===== config.mk =====
export PLATFORM = sky130hd
export DESIGN_NAME = pcsi_top
export DESIGN_NICKNAME = d
export VERILOG_FILES = /design/src/pcsi_pkg.sv /design/src/pcsi_i2c_slave.sv /design/src/pcsi_top.sv
export SDC_FILE = /design/constraint.sdc
export NUM_CORES = 1
export LEC_CHECK = 0
export BUFFER_PORTS_ARGS = -buffer_cell sky130_fd_sc_hd__buf_2
export CAP_MARGIN = 20
export CORE_MARGIN = 2
export CORE_UTILIZATION = 40
export CTS_CLUSTER_SIZE = 25
export DETAILED_ROUTE_END_ITERATION = 10
export HOLD_SLACK_MARGIN = 0.03
export SYNTH_ARGS = -nofsm -noshare
export SYNTH_HDL_FRONTEND = slang
export SYNTH_SLANG_ARGS = --single-unit
export TNS_END_PERCENT = 5

===== constraint.sdc =====
create_clock -name SYS_CLK -period 4.5 [get_ports SYS_CLK]
set_input_delay 0.9 -clock SYS_CLK [delete_from_list [all_inputs] [get_ports SYS_CLK]]
set_output_delay 0.9 -clock SYS_CLK [all_outputs]
set_load 0.03 [all_outputs]

===== src/pcsi_pkg.sv =====
// Constants shared by the calibration status and interrupt enable block.
package pcsi_pkg;
  localparam logic [7:0] TRIM_STATUS_ADDR  = 8'hdc;
  localparam logic [7:0] IRQ_ENABLE_ADDR   = 8'hdd;
  localparam logic [7:0] TRIM_STATUS_RST   = 8'h00;
  localparam logic [7:0] IRQ_ENABLE_RST    = 8'h00;
  localparam logic [7:0] IRQ_ENABLE_WMASK  = 8'h6c;
  localparam int         CALIB_DONE_BIT    = 0;
  localparam int         OFFSET_ADJ_BIT    = 2;
  localparam int         PSAT_EN_BIT       = 6;
  localparam int         PROX_EN_BIT       = 5;
  localparam int         CALIB_EN_BIT      = 3;
  localparam int         ZERO_EN_BIT       = 2;
  localparam logic [6:0] I2C_DEV_ADDR      = 7'h29;
  localparam logic [3:0] I2C_BITS_PER_BYTE = 4'h8;

  typedef enum logic [2:0] {
    PCSI_IDLE    = 3'b000,
    PCSI_ADDR    = 3'b001,
    PCSI_ADDR_AK = 3'b010,
    PCSI_WR_BYTE = 3'b011,
    PCSI_WR_AK   = 3'b100,
    PCSI_RD_BYTE = 3'b101,
    PCSI_RD_AK   = 3'b110
  } pcsi_state_e;
endpackage


===== src/pcsi_i2c_slave.sv =====
// Serial register port: byte-wide register access from the two-wire bus.
module pcsi_i2c_slave
(
  input  wire logic       clk,
  input  wire logic       rst,
  input  wire logic       scl,
  input  wire logic       sda_in,
  output logic            sda_oe,
  output logic [7:0]      reg_addr,
  output logic [7:0]      wr_data,
  output logic            wr_stb,
  output logic            rd_stb,
  input  wire logic [7:0] rd_data
);
  import pcsi_pkg::*;
  pcsi_state_e state;
  logic       scl_q;
  logic       sda_q;
  logic [3:0] bit_cnt;
  logic [7:0] shreg;
  logic       first;
  logic       start;
  logic       stop;
  logic       rise;
  logic       fall;

  assign start = scl & scl_q & sda_q & ~sda_in;
  assign stop  = scl & scl_q & ~sda_q & sda_in;
  assign rise  = scl & ~scl_q;
  assign fall  = ~scl & scl_q;
  assign wr_data = shreg;

  always_ff @(posedge clk) begin
    if (rst) begin
      scl_q <= 1'b1;
      sda_q <= 1'b1;
    end else begin
      scl_q <= scl;
      sda_q <= sda_in;
    end
  end

  // Data is sampled on the rising clock edge and driven after the falling one.
  always_ff @(posedge clk) begin
    if (rst) begin
      state    <= PCSI_IDLE;
      bit_cnt  <= 4'h0;
      shreg    <= 8'h00;
      first    <= 1'b0;
      sda_oe   <= 1'b0;
      reg_addr <= 8'h00;
      wr_stb   <= 1'b0;
      rd_stb   <= 1'b0;
    end else begin
      wr_stb <= 1'b0;
      rd_stb <= 1'b0;
      if (start) begin
        state   <= PCSI_ADDR;
        bit_cnt <= 4'h0;
        sda_oe  <= 1'b0;
      end else if (stop) begin
        state  <= PCSI_IDLE;
        sda_oe <= 1'b0;
      end else if (rise) begin
        case (state)
          PCSI_ADDR, PCSI_WR_BYTE: begin
            shreg   <= {shreg[6:0], sda_in};
            bit_cnt <= bit_cnt + 4'h1;
          end
          PCSI_RD_BYTE: bit_cnt <= bit_cnt + 4'h1;
          PCSI_RD_AK: begin
            reg_addr <= reg_addr + 8'h01;
            if (sda_in) state <= PCSI_IDLE;
          end
          default: ;
        endcase
      end else if (fall) begin
        case (state)
          PCSI_ADDR: begin
            if (bit_cnt == I2C_BITS_PER_BYTE) begin
              if (shreg[7:1] == I2C_DEV_ADDR) begin
                state  <= PCSI_ADDR_AK;
                sda_oe <= 1'b1;
              end else begin
                state <= PCSI_IDLE;
              end
            end
          end
          PCSI_ADDR_AK: begin
            bit_cnt <= 4'h0;
            if (shreg[0]) begin
              state  <= PCSI_RD_BYTE;
              shreg  <= rd_data;
              sda_oe <= ~rd_data[7];
              rd_stb <= 1'b1;
            end else begin
              state  <= PCSI_WR_BYTE;
              sda_oe <= 1'b0;
              first  <= 1'b1;
            end
          end
          PCSI_WR_BYTE: begin
            if (bit_cnt == I2C_BITS_PER_BYTE) begin
              state  <= PCSI_WR_AK;
              sda_oe <= 1'b1;
              wr_stb <= ~first;
              if (first) reg_addr <= shreg;
            end
          end
          PCSI_WR_AK: begin
            state   <= PCSI_WR_BYTE;
            sda_oe  <= 1'b0;
            bit_cnt <= 4'h0;
            if (!first) reg_addr <= reg_addr + 8'h01;
            first <= 1'b0;
          end
          PCSI_RD_BYTE: begin
            if (bit_cnt == I2C_BITS_PER_BYTE) begin
              state  <= PCSI_RD_AK;
              sda_oe <= 1'b0;
            end else begin
              shreg  <= {shreg[6:0], 1'b0};
              sda_oe <= ~shreg[6];
            end
          end
          PCSI_RD_AK: begin
            state   <= PCSI_RD_BYTE;
            bit_cnt <= 4'h0;
            shreg   <= rd_data;
            sda_oe  <= ~rd_data[7];
            rd_stb  <= 1'b1;
          end
          default: ;
        endcase
      end
    end
  end
endmodule // pcsi_i2c_slave


===== src/pcsi_top.sv =====
// Calibration status flags, interrupt enable mask and interrupt pin.
module pcsi_top
(
  input  wire logic SYS_CLK,
  input  wire logic RESET,
  input  wire logic SCL_IN,
  input  wire logic SDA_IN,
  output logic      SDA_OUT,
  output logic      SDA_OE,
  input  wire logic CAL_DONE,
  input  wire logic PROX_VALID,
  input  wire logic PROX_ZERO,
  input  wire logic AUTO_OFFSET_EN,
  input  wire logic PSAT_EVENT,
  input  wire logic PROX_EVENT,
  output logic      OFFSET_DEC,
  output logic      INT_N_OUT,
  output logic      INT_OE
);
  import pcsi_pkg::*;
  logic [7:0] reg_addr;
  logic [7:0] wr_data;
  logic       wr_stb;
  logic       rd_stb;
  logic [7:0] rd_data;
  logic       calib_finished;
  logic       offset_adjusted;
  logic [7:0] irq_enable_mask;
  logic       zero_hit;
  logic       calib_clr;
  logic       adj_clr;
  logic       next_irq;

  pcsi_i2c_slave u_port (
    .clk      (SYS_CLK),
    .rst      (RESET),
    .scl      (SCL_IN),
    .sda_in   (SDA_IN),
    .sda_oe   (SDA_OE),
    .reg_addr (reg_addr),
    .wr_data  (wr_data),
    .wr_stb   (wr_stb),
    .rd_stb   (rd_stb),
    .rd_data  (rd_data)
  );

  // The pin is open drain, so only the enable toggles.
  assign SDA_OUT   = 1'b0;
  assign INT_N_OUT = 1'b0;

  assign zero_hit  = PROX_VALID & PROX_ZERO & AUTO_OFFSET_EN;
  assign calib_clr = wr_stb && reg_addr == TRIM_STATUS_ADDR
                     && wr_data[CALIB_DONE_BIT];
  // The adjusted flag clears itself once its byte has been fetched.
  assign adj_clr   = rd_stb && reg_addr == TRIM_STATUS_ADDR;

  always_comb begin
    if (reg_addr == TRIM_STATUS_ADDR) begin
      rd_data = TRIM_STATUS_RST;
      rd_data[CALIB_DONE_BIT] = calib_finished;
      rd_data[OFFSET_ADJ_BIT] = offset_adjusted;
    end else if (reg_addr == IRQ_ENABLE_ADDR) begin
      rd_data = irq_enable_mask;
    end else begin
      rd_data = 8'h00;
    end
  end

  // A completion arriving with a clear keeps the flag set.
  always_ff @(posedge SYS_CLK) begin
    if (RESET) begin
      calib_finished <= TRIM_STATUS_RST[CALIB_DONE_BIT];
    end else if (CAL_DONE) begin
      calib_finished <= 1'b1;
    end else if (calib_clr) begin
      calib_finished <= 1'b0;
    end
  end

  always_ff @(posedge SYS_CLK) begin
    if (RESET) begin
      offset_adjusted <= TRIM_STATUS_RST[OFFSET_ADJ_BIT];
      OFFSET_DEC      <= 1'b0;
    end else begin
      OFFSET_DEC <= zero_hit;
      if (zero_hit) begin
        offset_adjusted <= 1'b1;
      end else if (adj_clr) begin
        offset_adjusted <= 1'b0;
      end
    end
  end

  always_ff @(posedge SYS_CLK) begin
    if (RESET) begin
      irq_enable_mask <= IRQ_ENABLE_RST;
    end else if (wr_stb && reg_addr == IRQ_ENABLE_ADDR) begin
      irq_enable_mask <= wr_data & IRQ_ENABLE_WMASK;
    end
  end

  always_comb begin
    next_irq = (calib_finished & irq_enable_mask[CALIB_EN_BIT])
             | (offset_adjusted & irq_enable_mask[ZERO_EN_BIT])
             | (PSAT_EVENT & irq_enable_mask[PSAT_EN_BIT])
             | (PROX_EVENT & irq_enable_mask[PROX_EN_BIT]);
  end

  always_ff @(posedge SYS_CLK) begin
    if (RESET) begin
      INT_OE <= 1'b0;
    end else begin
      INT_OE <= next_irq;
    end
  end
endmodule // pcsi_top


==> flow_metrics.py <==
metrics = {
    "critical_path": {
        "path_class": "in -> reg",
        "cp.required_ns": 4.73,
        "cp_cell_sequence": "buf_2 > ha_1 > a21oi_1 > or3_1 > a21oi_1 > a32o_1",
        "slowest_stage": "ha_1",
        "crit_family": "adder cells",
        "cp-start-kind": "input port",
        "crit_buf_inv": 1,
        "cp_common_cell": "a21oi_1",
        "cpPeakStageDelay_ns": 0.75,
        "crit_path_end_kind": "register",
        "arrival_ns": 2.90,
        "path_max_fanout": 21,
    },
    "sta": {
        "period_share_pct": 59.2,
        "skew_ns": 0.00663,
        "tightest_slew_ns": 0.904,
        "hold_violations": 0,
        "relSlewSlack_pct": 39.7,
        "clock.fmax_ghz": 0.375,
        "finalCriticalPeriod_ns": 2.66,
        "slew_viol_final": 0,
        "setup-violations-final": 0,
        "rsz0062_at_grt": "false",
        "tns_ns": 0,
    },
    "clock_network": {
        "clk_pin_slew_worst_paths_ns": 0.07,
        "cts_tree": "built",
        "postCtsSetupBuffers": 0,
        "clockBufferDepth": 2,
        "clockRootBuffer": "clkbuf_8",
        "post_cts_resized": 0,
        "cts_buffers": 5,
        "clkLatencyLatePin_ns": 0.29,
        "hold_buffers": 0,
        "htreeDepth": 2,
        "clock-sinks": 37,
    },
    "synthesis": {
        "synthArstFlopShare_pct": 0,
        "syn_area_sq_um": 2330,
        "ys_warn_count": 0,
        "syn_avg_cell_area_sq_um": 8.62,
        "yosysSeqAreaShare_pct": 31.8,
        "ys_top_cells_by_area": "dfxtp_1, nand2_1, a21oi_1",
        "synth.most_common_cell": "dfxtp_1",
        "synth_top_area_cell": "dfxtp_1",
        "synthFlopType": "dfxtp_1",
        "synth_cell_types": 68,
        "synth_edf_count": 0,
        "yosys-top-cells-count": "dfxtp_1, nand2_1, nor2_1",
        "ys_seq_elements": 37,
        "synthCells": 270,
        "synth.top_cell.area_share_pct": 31.8,
    },
    "power": {
        "pwr-share-comb_pct": 8.4,
        "irDropWorstVdd_uv": 119,
        "sw_frac_of_total_pct": 23.2,
        "seqPwrFrac_pct": 45.2,
        "power.density_nw_per_um2": 295,
        "p_switching_mw": 0.172,
        "clkPwrFrac_pct": 46.4,
        "p_leak_nw": 0.942,
        "internal_power_mw": 0.571,
    },
    "place": {
        "io_buffers": 12,
        "finalWeightedCongestion": 0.791,
        "dp_hpwl_mm": 3.93,
        "dpl-instance-area_sq_um": 2380,
    },
    "floorplan": {
        "initial_utilization_pct": 41.8,
        "die_y_um": 80.3,
        "core_area_sq_um": 5570,
        "pin_count": 15,
        "die_x_um": 80.3,
        "dieArea_sq_um": 6440,
        "std_cell_rows": 27,
    },
    "layout": {
        "syn_to_final_growth_pct": 8.12,
        "fin_area_sq_um": 2520,
        "antenna_cells": 0,
        "nFillCells": 562,
        "layout-drive-gt1-share_pct": 19.3,
        "nets": 292,
    },
    "route": {
        "firstDrtPassIters": 4,
        "drtAntennaViolNets": 0,
        "via_per_inst": 5.69,
        "routedWlPerCell_um": 15.8,
        "first_iter_violations": 156,
        "drc_errors": 0,
        "drt-total-wl_mm": 5.47,
        "vias": 1973,
    },
    "grt": {
        "grt_max_degree": 24,
        "grt_pass1_wl_mm": 9.00,
        "track_usage_pct": 18.1,
        "grt_pass1_vias": 1796,
        "antenna_found_initial": 0,
        "grt.overflow.total": 0,
    },
    "outcome": {
        "status": "finished clean",
    },
    "worst_hold_path": {
        "hp-class": "reg -> reg",
    },
    "job": {
        "cap_violations": 0,
    },
}
-- worst min-delay path: cells and delay by family, from the launching register on --
| kind | cells | cell delay (ns) |
|---|---|---|
| AO/OA/AOI/OAI | 1 | 0.05 |
| flip-flops | 1 | 0.33 |
| AND/OR/NAND/NOR | 1 | 0.06 |
-- through the flow --
| step | std cells | utilization [%] | setup slack, ns | hold WS, ns | power [mW] |
|---|---|---|---|---|---|
| final | 347 | 45.1 | 1.84 | 0.481 | 0.743 |
| after detailed placement | 339 | 42.7 | 1.55 | 0.470 | 0.405 |
| after CTS | 347 | 45.1 | 1.86 | 0.482 | 0.750 |
| after global placement | 339 | 42.7 | 1.61 | 0.466 | 0.405 |
| after floorplan | 271 | - | 2.37 | 0.446 | 0.392 |
| after global routing | 347 | 45.1 | 1.66 | 0.497 | 0.771 |
-- sequential cells by signal, summed over array words and instances (netlist names) --
name,flops
u_port.reg_addr,8
u_port.wr_data,8
irq_enable_mask,4
u_port.bit_cnt,4
u_port.state,3
INT_OE,1
OFFSET_DEC,1
calib_finished,1
offset_adjusted,1
u_port.first,1
u_port.rd_stb,1
u_port.scl_q,1
u_port.sda_oe,1
u_port.sda_q,1
u_port.wr_stb,1
-- path summary, 6_finish.rpt --
path	to	startpoint	slack, ns	depth (start not counted)
hold reg to reg	u_port.wr_data[7]$_SDFFE_PP0P_	u_port.wr_data[7]$_SDFFE_PP0P_	0.48	2
setup / recovery	u_port.reg_addr[3]$_SDFFE_PP0P_	SCL_IN	1.84	6
hold / removal	u_port.wr_data[7]$_SDFFE_PP0P_	u_port.wr_data[7]$_SDFFE_PP0P_	0.48	2
setup reg to reg	u_port.reg_addr[3]$_SDFFE_PP0P_	u_port.scl_q$_SDFF_PP1_	2.17	6
-- layer usage --
layer  GRT usage (%)  routed length [um]
met1            25.8                2690
met2            27.2                2440
met3            3.82                 294
met4            5.25                  43
met5               0                   0
-- cells in the final DEF, fill, tap and decap left out, drive strengths merged, types with 3 or more instances in the layout --
cell / netlist / final
dfxtp: 37 / 37
nand2: 28 / 28
nor2: 25 / 25
a21oi: 25 / 25
nand3: 15 / 15
o21ai: 15 / 15
buf: 14 / 12
inv: 9 / 9
ha: 8 / 8
mux2i: 7 / 7
and3: 5 / 5
and2: 5 / 5
clkbuf: 2 / 5
nor3: 5 / 5
a221oi: 5 / 5
a21o: 4 / 4
o32ai: 4 / 4
or2: 4 / 4
nor2b: 4 / 4
nand4: 3 / 3
a31oi: 3 / 3
and4: 3 / 3
and3b: 3 / 3
nor4: 3 / 3
-- cell type report --
cell class | instances | area [sq um] | area share, %
multi-input cells | 209 | 1460 | 57.9
flip-flops and latches | 37 | 741 | 29.4
well taps | 72 | 90.1 | 3.58
clock buffers | 5 | 68.8 | 2.73
clock inverters | 3 | 65.1 | 2.59
repair buffers | 12 | 60.1 | 2.39
inverters | 9 | 33.8 | 1.34
-- cells by family after synthesis --
family | count (synthesis) | synth area share (%)
buffers and inverters | 25 | 5.70
multiplexers | 7 | 3.01
adder cells (fa/ha/maj) | 8 | 4.30
other | 1 | 0.161
XOR/XNOR | 3 | 1.13
flip-flops | 37 | 31.8
AO/OA/AOI/OAI | 78 | 27.4
AND/OR/NAND/NOR | 111 | 26.5
-- power by group through the flow --
stage	combinational (mW)	clock, mW	sequential (mW)
final	0.0622	0.345	0.336
after global routing	0.0682	0.366	0.337
after CTS	0.0621	0.352	0.336
after detailed placement	0.0615	0	0.344
after global placement	0.0615	0	0.344
after floorplan	0.0510	0	0.341
(Power assumes the default switching activity.)
